File: src/sbl_consts.vh
// Constants of the serial boot loader entry logic
`ifndef SBL_CONSTS_VH
`define SBL_CONSTS_VH
// ----------------------------------------
// Forced configuration values
// ----------------------------------------
`define SBL_SYSTEM_CONFIGURATION_VAL   16'h0E00
`define SBL_CP_VAL       16'hFA00
`define SBL_SP_VAL       16'hFA40
`define SBL_STACK_UNDERFLOW_LIMIT_VAL    16'hFA40
`define SBL_STACK_OVERFLOW_LIMIT_VAL    16'hFA0C
`define SBL_SCON_VAL     16'h8011
// ----------------------------------------
// Startup load area and baud arithmetic
// ----------------------------------------
`define SBL_LOAD_BASE    24'h00FA40
`define SBL_LOAD_LAST    24'h00FA5F
`define SBL_LOAD_COUNT   6'h20
`define SBL_BAUD_SUB     16'h0024
`define SBL_BAUD_DIV     16'h0048
`define SBL_SAMPLES_BIT  5'h10
// ----------------------------------------
// Memory map
// ----------------------------------------
`define SBL_FLASH_SEG0   8'h00
`define SBL_FLASH_SEG1   8'h01
`define SBL_FLASH_TOP    16'h7FFF
// ----------------------------------------
// Register bus offsets
// ----------------------------------------
`define SBL_REG_STATUS   12'h000
`define SBL_REG_CTRL     12'h004
`define SBL_REG_BAUD     12'h008
`define SBL_REG_CFG0     12'h00C
`define SBL_REG_CFG1     12'h010
`define SBL_REG_CFG2     12'h014
`define SBL_REG_DATA     12'h018
`define SBL_REG_ID       12'h01C
`define SBL_ID_DEFAULT   8'h5A
`endif

File: src/sbl_buf2.v
// Two-entry valid/ready buffer for received bytes
`timescale 1ns/1ps
module sbl_buf2 (
    // Clock and reset
    input  wire       core_clk,
    input  wire       rst_n,
    // Fill side
    input  wire       in_valid,
    output wire       in_ready,
    input  wire [7:0] in_data,
    // Drain side
    output wire       out_valid,
    input  wire       out_ready,
    output wire [7:0] out_data
);
    reg [7:0] mem_q [0:1];
    reg       wp_q;
    reg       rp_q;
    reg [1:0] cnt_q;
    wire      push;
    wire      pop;

    assign in_ready  = (cnt_q != 2'h2);
    assign out_valid = (cnt_q != 2'h0);
    assign out_data  = mem_q[rp_q];
    assign push      = in_valid & in_ready;
    assign pop       = out_valid & out_ready;

    always @(posedge core_clk or negedge rst_n) begin
        if (!rst_n) begin
            wp_q     <= 1'b0;
            rp_q     <= 1'b0;
            cnt_q    <= 2'h0;
            mem_q[0] <= 8'h00;
            mem_q[1] <= 8'h00;
        end else begin
            if (push) begin
                mem_q[wp_q] <= in_data;
                wp_q        <= ~wp_q;
            end
            if (pop)
                rp_q <= ~rp_q;
            if (push & ~pop)
                cnt_q <= cnt_q + 2'h1;
            else if (pop & ~push)
                cnt_q <= cnt_q - 2'h1;
        end
    end
endmodule // sbl_buf2

File: src/sbl_loader.v
// Serial boot loader entry logic: mode latch, baud measure, id send, startup bytes
//
// How it works
// - Boot mode entered when boot-select pin is low as hardware reset ends.
// - Boot mode entry ignores the external bus mode strap.
// - After entry, receive line is watched for a zero byte.
// - Zero byte length gives baud factor and programs the channel; transmit pin is output from boot entry.
// - One identification byte is sent back at the derived baud rate.
// - Watchdog held disabled throughout boot mode.
// - Boot entry forces configuration, stack and serial control values.
// - Transmit port bit made output and driven high.
// - Receiver enabled after id byte for the first 32 bytes.
// - No instruction executes from internal flash in boot mode.
// - External-access pin ignored for memory config in boot mode.
// - Flash code fetches go to boot ROM; data reads see user flash.
// - Boot ROM window follows flash when mapped to segment 1.
// - Bytes stored at FA40h to FA5Fh, then jump to FA40h.
// - Reload value is measured count minus 36, divided by 72.
// - Boot mode left on software reset, or hardware reset with pin high.
`timescale 1ns/1ps
`include "sbl_consts.vh"
module sbl_loader (
    // Clock and reset
    input  wire        core_clk,
    input  wire        rst_n,
    // Straps and resets
    input  wire        boot_select_pin,
    input  wire        external_access_pin,
    input  wire        bus_mode_strap,
    input  wire        sw_reset,
    // Serial pins
    input  wire        serial_receive_pin,
    output reg         serial_transmit_pin,
    output wire        transmit_direction_bit,
    // Startup byte stream to RAM
    output wire        ram_wr_valid,
    input  wire        ram_wr_ready,
    output reg  [23:0] ram_wr_addr,
    output wire [7:0]  ram_wr_data,
    output reg         jump_valid,
    output wire [23:0] jump_addr,
    // Forced configuration
    output wire        boot_loader_mode,
    output wire        watchdog_disable,
    output wire        cfg_load,
    output wire [15:0] system_configuration,
    output wire [15:0] context_base_pointer,
    output wire [15:0] stack_pointer,
    output wire [15:0] stack_underflow_limit,
    output wire [15:0] stack_overflow_limit,
    output wire [15:0] serial_control,
    output reg  [15:0] baud_reload_value,
    // Fetch steering
    input  wire [23:0] fetch_addr,
    input  wire        fetch_is_code,
    input  wire        flash_in_seg1,
    output wire        fetch_to_boot_rom,
    output wire        flash_use_external,
    // APB slave
    input  wire        psel,
    input  wire        penable,
    input  wire        pwrite,
    input  wire [11:0] paddr,
    input  wire [31:0] pwdata,
    output wire        pready,
    output reg  [31:0] prdata,
    output wire        pslverr
);
    // Identity value is arbitrary
    parameter [7:0] ID_BYTE = `SBL_ID_DEFAULT;

    // ----------------------------------------
    // States
    // ----------------------------------------
    localparam [6:0] ST_IDLE = 7'h01;
    localparam [6:0] ST_WAIT = 7'h02;
    localparam [6:0] ST_MEAS = 7'h04;
    localparam [6:0] ST_CALC = 7'h08;
    localparam [6:0] ST_SEND = 7'h10;
    localparam [6:0] ST_RECV = 7'h20;
    localparam [6:0] ST_DONE = 7'h40;

    function in_flash;
        input [23:0] a;
        input        seg1;
        begin
            in_flash = (a[23:16] == (seg1 ? `SBL_FLASH_SEG1 : `SBL_FLASH_SEG0)) &&
                       (a[15:0] <= `SBL_FLASH_TOP);
        end
    endfunction

    reg        mode_q;
    reg        strap_q;
    reg        armed_q;
    reg [6:0]  st_q;
    reg [15:0] meas_q;
    reg        ovf_q;
    reg        rx_q;
    reg [15:0] bit_cnt_q;
    reg [3:0]  bit_idx_q;
    reg [9:0]  tx_sh_q;
    reg [7:0]  rx_sh_q;
    reg        rx_busy_q;
    reg        rx_valid_q;
    reg [5:0]  loaded_q;
    reg        run_q;
    reg [31:0] rd_word;
    wire [15:0] bit_len;
    wire        rx_fall;
    wire        rx_rise;
    wire        buf_in_ready;

    // ----------------------------------------
    // Mode latch
    // ----------------------------------------
    // Strap caught by a clocked stage at reset release, never in the reset branch
    always @(posedge core_clk or negedge rst_n) begin
        if (!rst_n) begin
            armed_q <= 1'b1;
            mode_q  <= 1'b0;
            strap_q <= 1'b0;
        end else begin
            armed_q <= 1'b0;
            if (armed_q) begin
                mode_q  <= ~boot_select_pin;
                strap_q <= bus_mode_strap;
            end else if (sw_reset)
                mode_q <= 1'b0;
        end
    end

    assign boot_loader_mode      = mode_q;
    assign watchdog_disable      = mode_q;
    assign cfg_load              = mode_q & st_q[0];
    assign system_configuration  = `SBL_SYSTEM_CONFIGURATION_VAL;
    assign context_base_pointer  = `SBL_CP_VAL;
    assign stack_pointer         = `SBL_SP_VAL;
    assign stack_underflow_limit = `SBL_STACK_UNDERFLOW_LIMIT_VAL;
    assign stack_overflow_limit  = `SBL_STACK_OVERFLOW_LIMIT_VAL;
    assign serial_control        = `SBL_SCON_VAL;
    assign transmit_direction_bit = ~mode_q;
    assign jump_addr             = `SBL_LOAD_BASE;

    // ----------------------------------------
    // Fetch steering
    // ----------------------------------------
    assign fetch_to_boot_rom  = mode_q & fetch_is_code &
                                in_flash(fetch_addr, flash_in_seg1);
    assign flash_use_external = mode_q ? 1'b0 : ~external_access_pin;

    // ----------------------------------------
    // Serial sequencer
    // ----------------------------------------
    assign rx_fall = rx_q & ~serial_receive_pin;
    assign rx_rise = ~rx_q & serial_receive_pin;
    // One bit time is 32 clocks per reload step plus 32 clocks, 32 times (reload value + 1)
    assign bit_len = {baud_reload_value[10:0], 5'h00} + 16'h0020;

    always @(posedge core_clk or negedge rst_n) begin
        if (!rst_n) begin
            st_q                <= ST_IDLE;
            rx_q                <= 1'b1;
            meas_q              <= 16'h0000;
            ovf_q               <= 1'b0;
            baud_reload_value   <= 16'h0000;
            bit_cnt_q           <= 16'h0000;
            bit_idx_q           <= 4'h0;
            tx_sh_q             <= 10'h3FF;
            serial_transmit_pin <= 1'b1;
            rx_sh_q             <= 8'h00;
            rx_busy_q           <= 1'b0;
            rx_valid_q          <= 1'b0;
            loaded_q            <= 6'h00;
            jump_valid          <= 1'b0;
            ram_wr_addr         <= `SBL_LOAD_BASE;
        end else begin
            rx_q       <= serial_receive_pin;
            jump_valid <= 1'b0;
            if (rx_valid_q & buf_in_ready)
                rx_valid_q <= 1'b0;
            case (st_q)
                ST_IDLE: begin
                    if (mode_q & ~armed_q)
                        st_q <= ST_WAIT;
                end
                ST_WAIT: begin
                    if (rx_fall) begin
                        meas_q <= 16'h0001;
                        ovf_q  <= 1'b0;
                        st_q   <= ST_MEAS;
                    end
                end
                ST_MEAS: begin
                    if (rx_rise)
                        st_q <= ST_CALC;
                    else if (meas_q == 16'hFFFF)
                        ovf_q <= 1'b1;
                    else
                        meas_q <= meas_q + 16'h0001;
                end
                ST_CALC: begin
                    // Too short a byte or overflow: restart the hunt
                    if (ovf_q || meas_q < `SBL_BAUD_SUB + `SBL_BAUD_DIV)
                        st_q <= ST_WAIT;
                    else begin
                        baud_reload_value <= (meas_q - `SBL_BAUD_SUB) / `SBL_BAUD_DIV;
                        tx_sh_q   <= {1'b1, ID_BYTE, 1'b0};
                        bit_idx_q <= 4'h0;
                        bit_cnt_q <= 16'h0000;
                        st_q      <= ST_SEND;
                    end
                end
                ST_SEND: begin
                    serial_transmit_pin <= tx_sh_q[0];
                    if (bit_cnt_q == bit_len - 16'h0001) begin
                        bit_cnt_q <= 16'h0000;
                        tx_sh_q   <= {1'b1, tx_sh_q[9:1]};
                        if (bit_idx_q == 4'h9) begin
                            st_q      <= ST_RECV;
                            rx_busy_q <= 1'b0;
                        end
                        bit_idx_q <= bit_idx_q + 4'h1;
                    end else
                        bit_cnt_q <= bit_cnt_q + 16'h0001;
                end
                ST_RECV: begin
                    serial_transmit_pin <= 1'b1;
                    if (!rx_busy_q) begin
                        if (rx_fall & ~rx_valid_q) begin
                            rx_busy_q <= 1'b1;
                            bit_idx_q <= 4'h0;
                            bit_cnt_q <= {1'b0, bit_len[15:1]};
                        end
                    end else if (bit_cnt_q == bit_len - 16'h0001) begin
                        bit_cnt_q <= 16'h0000;
                        bit_idx_q <= bit_idx_q + 4'h1;
                        if (bit_idx_q == 4'h9) begin
                            rx_busy_q  <= 1'b0;
                            rx_valid_q <= 1'b1;
                        end else if (bit_idx_q != 4'h0)
                            rx_sh_q <= {serial_receive_pin, rx_sh_q[7:1]};
                    end else
                        bit_cnt_q <= bit_cnt_q + 16'h0001;
                    if (loaded_q == `SBL_LOAD_COUNT) begin
                        jump_valid <= 1'b1;
                        st_q       <= ST_DONE;
                    end
                end
                ST_DONE: begin
                    serial_transmit_pin <= 1'b1;
                end
                default: st_q <= ST_IDLE;
            endcase
            if (sw_reset) begin
                st_q <= ST_IDLE;
                serial_transmit_pin <= 1'b1;
            end
            if (ram_wr_valid & ram_wr_ready) begin
                loaded_q    <= loaded_q + 6'h01;
                ram_wr_addr <= ram_wr_addr + 24'h000001;
            end
        end
    end

    // Two-entry buffer so a stalled RAM port loses no byte until both entries and the receive register are full
    sbl_buf2 u_buf (
        .core_clk  (core_clk),
        .rst_n     (rst_n),
        .in_valid  (rx_valid_q),
        .in_ready  (buf_in_ready),
        .in_data   (rx_sh_q),
        .out_valid (ram_wr_valid),
        .out_ready (ram_wr_ready),
        .out_data  (ram_wr_data)
    );

    // ----------------------------------------
    // APB slave
    // ----------------------------------------
    assign pready  = 1'b1;
    assign pslverr = 1'b0;

    // Read word caught in the setup cycle, so it stands through the access cycle
    always @(posedge core_clk or negedge rst_n) begin
        if (!rst_n) begin
            run_q  <= 1'b0;
            prdata <= 32'h00000000;
        end else begin
            if (psel & penable & pwrite & (paddr == `SBL_REG_CTRL))
                run_q <= pwdata[0];
            if (psel & ~penable)
                prdata <= rd_word;
        end
    end

    always @* begin
        case (paddr)
            `SBL_REG_STATUS: rd_word = {15'h0000, strap_q, ovf_q, st_q, loaded_q, 1'b0, mode_q};
            `SBL_REG_CTRL:   rd_word = {31'h00000000, run_q};
            `SBL_REG_BAUD:   rd_word = {16'h0000, baud_reload_value};
            `SBL_REG_CFG0:   rd_word = {`SBL_CP_VAL, `SBL_SYSTEM_CONFIGURATION_VAL};
            `SBL_REG_CFG1:   rd_word = {`SBL_STACK_OVERFLOW_LIMIT_VAL, `SBL_STACK_UNDERFLOW_LIMIT_VAL};
            `SBL_REG_CFG2:   rd_word = {`SBL_SCON_VAL, `SBL_SP_VAL};
            `SBL_REG_DATA:   rd_word = {16'h0000, meas_q};
            `SBL_REG_ID:     rd_word = {24'h000000, ID_BYTE};
            default:         rd_word = 32'h00000000;
        endcase
    end
endmodule // sbl_loader

File: config.mk
export PLATFORM = sky130hd
export DESIGN_NAME = sbl_loader
export DESIGN_NICKNAME = d
export VERILOG_FILES = /design/src/sbl_buf2.v /design/src/sbl_loader.v
export VERILOG_INCLUDE_DIRS = /design/src
export SDC_FILE = /design/constraint.sdc
export NUM_CORES = 1
export LEC_CHECK = 0
export BUFFER_PORTS_ARGS = -buffer_cell sky130_fd_sc_hd__buf_2
export CORE_ASPECT_RATIO = 1.25
export CORE_MARGIN = 3
export CORE_UTILIZATION = 49
export DETAILED_ROUTE_END_ITERATION = 16
export GPL_ROUTABILITY_DRIVEN = 0
export GPL_TIMING_DRIVEN = 0
export PLACE_DENSITY = 0.78
export SYNTH_ARGS = -nofsm -noshare
export SYNTH_HDL_FRONTEND = slang
export SYNTH_HIERARCHICAL = 1
export SYNTH_SLANG_ARGS = --single-unit
File: constraint.sdc
create_clock -name core_clk -period 6.1 [get_ports core_clk]
set_input_delay 0 -clock core_clk [delete_from_list [all_inputs] [get_ports core_clk]]
set_output_delay 0 -clock core_clk [all_outputs]
set_load 0.05 [all_outputs]
Word-level counts from Yosys, hierarchy flattened
Cells that the tools add are included.
{"block": "classes", "n_mul": 0, "add_sub_neg": 10, "bitwise": 31, "shifts": 0, "n_div": 1, "n_reduce_logical": 22, "mux": 59, "n_eq_ne": 35, "magnitude_cmp": 5}
{"op": "case mux 32 bit (8 select lines)", "n": 1}
{"op": "two-way mux 16 bit", "n": 7}
{"op": "two-way mux 7 bit", "n": 7}
{"op": "case mux 7 bit (7 select lines)", "n": 1}
{"op": "== test 12 x 5 -> 1 bit, second input constant", "n": 4}
{"op": "case mux 16 bit (3 select lines)", "n": 1}
{"op": "adder 16 x 1 -> 16 bit, second input constant", "n": 2}
{"op": "two-way mux 8 bit", "n": 4}
{"op": "case mux 16 bit (2 select lines)", "n": 1}
{"op": "adder 24 x 1 -> 24 bit, second input constant", "n": 1}
{"op": "== test 12 x 4 -> 1 bit, second input constant", "n": 2}
{"op": "two-way mux 1 bit", "n": 21}
{"op": "inequality test 3 bit, second input constant", "n": 7}
{"op": "two-way mux 10 bit", "n": 2}
{"op": "case mux 10 bit (2 select lines)", "n": 1}
{"op": "inequality test 2 bit, second input constant", "n": 9}
{"op": "adder 16 x 6 -> 16 bit, second input constant", "n": 1}
{"op": "bitwise mux 16 bit", "n": 1}
{"op": "divider 16 x 7 -> 16 bit, second input constant", "n": 1}
{"op": "== test 16 bit", "n": 1}
{"op": "== test 16 bit, second input constant", "n": 1}
{"op": "less-or-equal comparator 16 x 15 -> 1 bit, second input constant", "n": 1}
{"op": "less-than comparator 16 x 7 -> 1 bit, second input constant", "n": 1}
{"op": "two-way mux 4 bit", "n": 4}
{"op": "other kinds (39)", "n": 81}
{"block": "totals", "rom_bits": 0, "ramBits": 0, "reg_bits": 169, "wordCells": 188, "out_inout_bits": 211, "n_memories": 0, "in_bits": 81, "latchBits": 0}

Depth between registers and ports, before layout
Gate-level depths: netlist of the first run.
{"block": "depth", "depth_word": 7, "mapped_depth": 23, "mapped_depth_nobuf": 21}

Modules after synthesis
Netlist of the first run, hierarchy kept.
{"mod": "sbl_loader", "instances": 1, "cells_each": 1138, "seq_area_each_um2": 3303.2, "area_per_inst_um2": 9724.3}
{"mod": "sbl_buf2", "instances": 1, "cells_each": 60, "seq_area_each_um2": 500.5, "area_per_inst_um2": 969.7}

Worst setup path after synthesis of the first run
OpenSTA, ideal clock, no wires.
{"block": "synth_timing", "path_type": "reg2reg", "startpoint": "register meas_q[3]", "endpoint": "register baud_reload_value[0]", "stages_incl_launch_ff": 23, "arrival_time_ps": 5945, "period_less_slack_ps": 6034, "path_slack_ps": 66, "setup_time_ps": 88, "required_time_ps": 6012, "path_cell_list": "dfrtp_1 -> clkbuf_1 -> inv_1 -> ha_1 -> nor2b_1 -> or3_1 -> a221oi_4 -> o2111ai_4 -> a211o_1 -> a311oi_2 -> o21ai_1 -> o31a_1 -> and3_1 -> or4_1 -> and2_4 -> a2111o_1 -> nand3_2 -> mux2_4 -> a21boi_0 -> o31a_1 -> a41oi_1 -> or4b_1 -> a41oi_1"}
{"block": "synth_between", "elab_chain_len": 4, "word_cells_on_any_way": 6, "cone_classes": "add/sub: 1; div: 1; order compare: 1; bitwise: 1; reduce/logical: 2"}
{"element": "from (decl)", "line_no": "sbl_loader.v:96", "rtl": "reg [15:0] meas_q;"}
{"element": "from (signal assigned)", "line_no": "sbl_loader.v:199", "rtl": "meas_q <= meas_q + 16'h0001;"}
{"element": "parallel branches: the longest is 4 deep, another holds subtractor 16 x 6 -> 16 bit"}
{"element": "to (signal assigned)", "line_no": "sbl_loader.v:206", "rtl": "baud_reload_value <= (meas_q - `SBL_BAUD_SUB) / `SBL_BAUD_DIV;"}
{"element": "to (decl)", "line_no": "sbl_loader.v:52", "rtl": "output reg [15:0] baud_reload_value,"}
Parallel ways; which one is timed is not known.
A chain may end at the register's enable or synchronous reset.

Worst setup path in the final report of the first run
{"block": "layout_timing", "startpoint": "register meas_q[6]", "endpoint": "register baud_reload_value[0]"}
Same word-level chain as after synthesis.

==> results_dict.tcl, run 1 <==
set metrics [dict create \
    via_per_inst 5.46 \
    drt-wirelength-per-cell_um 16.3 \
    track_usage_pct 22.2 \
    grt_overflow 0 \
    synth-edff-count 0 \
    arrival_ns 6.45 \
    slew_headroom_pct 17.1 \
    syn_inst 1198 \
    ys.warnings.count 6 \
    layout_commonest_cell "buf_4" \
    layout_setup_ws_ns -0.00795 \
    hold_viol_final 0 \
    numCtsBuffers 17 \
    max-vdd-ir-drop_mv 0.212 \
    fp-row-count 59 \
    dr.pass1.iters 7 \
    setup_viol 1 \
    io_pins 292 \
    ant_nets 0 \
    clock_latency_ns 0.42 \
    tightest_slew_ns 1.23 \
    hold_path.class "input port to flip-flop" \
    synth_area_um2 10700 \
    power.density_nw_per_um2 277 \
    port_buffers 110 \
    synth.top_cells.by_area "dfrtp_1 (31%), buf_4 (9.8%), dfstp_2 (4.9%)" \
    p_leak_uw 0.00656 \
    insertedDiodeCount 0 \
    cts_tree "done" \
    dp_hpwl_um 20000 \
    max_freq_ghz 0.164 \
    cap_violations 0 \
    cp-start-kind "flip-flop" \
    grt_max_degree 87 \
    final_nets 1612 \
    die_w_um 138 \
    layout_common_cells "buf_4 (180), conb_1 (135), dfrtp_1 (130), nand2_1 (115), buf_2 (111)" \
    vias 9840 \
    grt_pass1_vias 9002 \
    end_kind "flip-flop" \
    die_area_um2 23600 \
    synthArstFlopShare_pct 100 \
    cts_buffer_depth 2 \
    finalMaxSlewViolations 0 \
    drive_above_1_share_pct 32.1 \
    core_area_um2 21100 \
    routed_wl_um 29400 \
    violations "negative setup slack" \
    avgSynthCellArea_um2 8.93 \
    critPathKind "flip-flop to flip-flop" \
    synthFlopType "dfrtp_1" \
    clk_pin_slew_ns 0.06 \
    drtIter0Drc 814 \
    seq_area_frac_synth_pct 35.6 \
    yosysTopAreaCellShare_pct 30.7 \
    start_util_pct 50.7 \
    status "complete, but fails checks" \
    path_max_fanout 10 \
    die_h_um 171 \
    cts.sinks 151 \
    finClkSkew_ns 0.00928 \
    drcViolationCount 0 \
    ys_ff_latch 151 \
    period_needed_ns 6.11 \
    cts-root-buf "clkbuf_16" \
    preCtsSetupSlack_ns -0.609 \
    cts.htree.levels 4 \
    synth_top_cell_by_area "dfrtp_1" \
    post-route-period-util_pct 100 \
    synthDistinctLibCells 95 \
    tns_ns -0.00795 \
    syn_to_final_growth_pct 29.2 \
    worstPathRequired_ns 6.44 \
    antenna_found_initial 0 \
    rsz0062_at_grt "true" \
    grt_pass1_wl_um 43900 \
]
## cell usage after synthesis, types with 20 or more instances
cell,count
o21ai_0,83
nor2_1,78
dfstp_2,20
nand2b_1,20
dfrtp_1,131
nor3_1,24
xor2_1,37
nand2_1,116
buf_4,140
xnor2_1,54
clkbuf_1,41
mux2_2,22
inv_1,33
nand3_1,60
a21oi_1,35
and3_1,24
## final timing paths
check	start	endpoint	slack, ns	cells after the start
min in group asynchronous	rst_n	prdata[12]	0.20	2
setup reg to reg	meas_q[6]	baud_reload_value[0]	-0.008	20
setup / recovery	meas_q[6]	baud_reload_value[0]	-0.008	20
hold / removal	psel	prdata[31]	0.03	3
max in group asynchronous	rst_n	ram_wr_addr[6]	5.05	3
hold reg to reg	tx_sh_q[8]	tx_sh_q[8]	0.46	2
## layout make-up
class / instances / area [µm²]
clock inverters: 13 / 194
repair buffers: 167 / 1050
fillers: 1678 / 7290
well taps: 274 / 343
inverters: 33 / 124
multi-input cells: 959 / 6570
flip-flops and latches: 151 / 3800
plain buffers: 187 / 1280
clock buffers: 19 / 453
## cells by family after synthesis
group | share of synthesized area [%]
adders and majority gates | 1.76
xor gates and xnor gates | 7.61
buffers and inverters | 13.0
muxes | 5.38
DFF | 35.6
and+or+nand+nor | 20.1
other | 0.0702
AOI/OAI and AO/OA | 16.5
## metal layers
| layer | global-route usage (%) | part of all wire, % |
|---|---|---|
| met1 | 26.0 | 37 |
| met2 | 40.7 | 52 |
| met3 | 3.64 | 6.5 |
| met4 | 8.72 | 4.1 |
| met5 | 0 | 0 |
## critical path: stages (launching register included)
cell and delay, ns:
dfrtp_1 0.39, clkbuf_1 0.30, nor2_1 0.37, o21ai_0 0.24, o221ai_2 0.36, o2111ai_4 0.23, a211o_1 0.39, a311o_1 0.37
a211oi_2 0.27, nand2b_4 0.19, nor4_1 0.05, or4_4 0.55, and2_4 0.19, a2111o_1 0.47, nand3_2 0.12, mux2_4 0.33
a21boi_2 0.13, o31a_1 0.21, a41oi_1 0.14, or4b_4 0.53, a41oi_2 0.18
## power by group
| group | internal [µW] | total (µW) | switching [µW] |
|---|---|---|---|
| Combinational | 551 | 1470 | 919 |
| Sequential | 1100 | 1220 | 119 |
| Clock | 712 | 1140 | 432 |
| Total | 2360 | 3830 | 1470 |
## metrics by stage
stage | cells | cell area [µm²] | util, % | hold WS, ns | power [µW]
after CTS | 1768 | 13200 | 62.3 | 0.00858 | 3630
after floorplan | 1331 | 11200 | - | -0.296 | 2170
after global routing | 1803 | 13800 | 65.5 | 0.0291 | 4000
after global placement | 1715 | 12100 | 57.2 | 0.177 | 2390
after detailed placement | 1716 | 12100 | 57.4 | 0.118 | 2420
final | 1803 | 13800 | 65.5 | 0.0317 | 3830
## sequential cells by signal (all words and copies together), names as in the netlist, 2 cells and up
register,flops
bit_cnt_q,16
st_q,7
meas_q,16
prdata,21
rx_sh_q,8
tx_sh_q,9
baud_reload_value,10
u_buf/cnt_q,2
bit_idx_q,4
u_buf/mem_q,16
loaded_q,6
ram_wr_addr,24
## repair_timing
action | in CTS | in global routing
cloned | 1 | 0
buffers inserted | 9 | 36
pin swaps | 13 | 35
hold endpoints to repair | 94 | 0
gates resized for setup | 41 | 72
setup endpoints to repair | 3 | 3
hold buffers | 11 | 0
Note: power is estimated with default switching activity, not from simulation.
==> inputs of run 2 (changes only) <==
Settings changed: ABC_AREA set to 1, GPL_TIMING_DRIVEN 0 to 1.
==> results_dict.tcl, run 2 <==
set metrics [dict create \
    worstPathRequired_ns 6.42 \
    avgSynthCellArea_um2 7.49 \
    path_max_fanout 8 \
    finalMaxSlewViolations 0 \
    numCtsBuffers 17 \
    critPathKind "flip-flop to flip-flop" \
    rsz0062_at_grt "false" \
    cts_buffer_depth 2 \
    slew_headroom_pct 31.9 \
    fp-row-count 59 \
    synth_top_cell_by_area "dfrtp_1" \
    tns_ns 0 \
    core_area_um2 21200 \
    port_buffers 111 \
    die_w_um 139 \
    yosysMostFrequentCell "nand2_1" \
    synthDistinctLibCells 59 \
    fin_cells 1851 \
    synth_area_um2 10800 \
    ant_nets 0 \
    period_needed_ns 5.51 \
    cap_violations 0 \
    vias 9441 \
    grt_overflow 0 \
    cp_slowest_cell "dfrtp_1" \
    grt_max_degree 91 \
    largest_reg_flops 24 \
    drt-wirelength-per-cell_um 13.5 \
    tightest_slew_ns 1.01 \
    cts.sinks 151 \
    cts.htree.levels 4 \
    final_nets 1660 \
    die_area_um2 23800 \
    die_h_um 172 \
    start_util_pct 50.8 \
    synth.top_cells.by_area "dfrtp_1 (30%), nand2_1 (10%), buf_4 (9.8%)" \
    max_freq_ghz 0.181 \
    cp-start-kind "flip-flop" \
    cts_tree "done" \
    reg.largest.list "ram_wr_addr x24, prdata x21" \
    grt_pass1_wl_um 41500 \
    finClkSkew_ns 0.0118 \
    insertedDiodeCount 0 \
    syn_to_final_growth_pct 10.6 \
    top_register "ram_wr_addr" \
    cts-root-buf "clkbuf_16" \
    end_kind "flip-flop" \
    dp.cells 1800 \
    arrival_ns 5.83 \
    synthFlopType "dfrtp_1" \
    drtIter0Drc 641 \
    dp_hpwl_um 19100 \
    routed_wl_um 25100 \
    drive_above_1_share_pct 18.3 \
    status "finished, final reports clean" \
    via_per_inst 5.10 \
    post-route-period-util_pct 90.4 \
    ys.warnings.count 6 \
    layout_common_cells "nand2_1 (285), inv_1 (177), conb_1 (135), dfrtp_1 (131), nor2_1 (113)" \
    clock_latency_ns 0.43 \
    ys_ff_latch 151 \
    syn_inst 1435 \
    drcViolationCount 0 \
    synthArstFlopShare_pct 100 \
    setup_viol 0 \
    worst_path_largest_cell_delay_ns 0.41 \
    clk_pin_slew_ns 0.07 \
    antenna_found_initial 0 \
    hold_path.class "input port to flip-flop" \
    track_usage_pct 20.9 \
    yosysTopAreaCellShare_pct 30.5 \
    io_pins 292 \
    grt_pass1_vias 8726 \
    layout_commonest_cell "nand2_1" \
    dr.pass1.iters 6 \
    seq_area_frac_synth_pct 35.4 \
    synth-edff-count 0 \
    synth_common_cells "nand2_1 (294), inv_1 (179), buf_4 (141)" \
    hold_viol_final 0 \
]
-- run 2: final cells by class --
class	instances	area [µm²]
inverter	203	788
clock inverter	13	158
clock buffer	19	453
tap	274	343
timing repair buffer	135	767
sequential	151	3800
fill	1930	9290
multi-input combinational	1056	5580
-- run 2: critical path: cells and delay by family, from the launching register on --
kind	cells	cell delay [ns]
AOI/OAI and AO/OA	1	0.21
adders and majority gates	1	0.20
DFF	1	0.41
buffers and inverters	2	0.17
and+or+nand+nor	44	4.19
xor gates and xnor gates	1	0.21
-- run 2: final timing paths --
check                      slack (ns)  cells after the start                   end      startpoint
min in group asynchronous        0.22                      2       ram_wr_addr[19]           rst_n
max in group asynchronous        4.58                      3          bit_cnt_q[9]           rst_n
max                              0.59                     49  baud_reload_value[0]       meas_q[3]
max reg2reg                      0.59                     49  baud_reload_value[0]       meas_q[3]
min                              0.02                      4            prdata[19]        paddr[3]
min reg2reg                      0.47                      2        u_buf/mem_q[2]  u_buf/mem_q[2]
-- run 2: stage by stage --
| stage | setup slack, ns | hold slack, ns | util, % | instance area [µm²] |
|---|---|---|---|---|
| 3_3_place_gp | 0.575 | 0.116 | 52.1 | 11000 |
| 3_5_place_dp | 0.424 | 0.127 | 52.1 | 11000 |
| 5_1_grt | 0.000554 | 0.0254 | 56.1 | 11900 |
| 6_report | 0.585 | 0.0170 | 56.1 | 11900 |
| 4_1_cts | 0.384 | 0.00768 | 55.4 | 11700 |
| 2_1_floorplan | 1.33 | -0.296 | - | 11300 |
-- run 2: repair_timing --
action / CTS / global route
buffers inserted: 0 / 9
setup endpoints to repair: 0 / 2
hold endpoints to repair: 86 / 0
hold buffers: 10 / 0
resized for setup: 0 / 26
-- run 2: cells by family after synthesis --
kind of cell / count (synthesis) / share of synthesized area, %
simple gates: 661 / 29.2
buf+inv: 361 / 18.2
compound gates: 184 / 10.0
flops: 151 / 35.4
xor+xnor: 60 / 5.31
fa+ha+maj: 15 / 1.75
other cells: 2 / 0.0698
mux: 1 / 0.105
-- run 2: per-layer routing --
| layer | GRT usage [%] | share of wire (%) | vias up |
|---|---|---|---|
| met3 | 3.11 | 5.8 | 64 |
| met5 | 0 | 0 | - |
| met1 | 25.1 | 40 | 4364 |
| met2 | 37.4 | 51 | 358 |
| li1 | - | - | 4655 |
| met4 | 8.98 | 3.5 | 0 |
Power of run 2 is left out: the tool's default activity adds up to more than one toggle a clock period on the data nets, which glitch-free logic cannot reach.
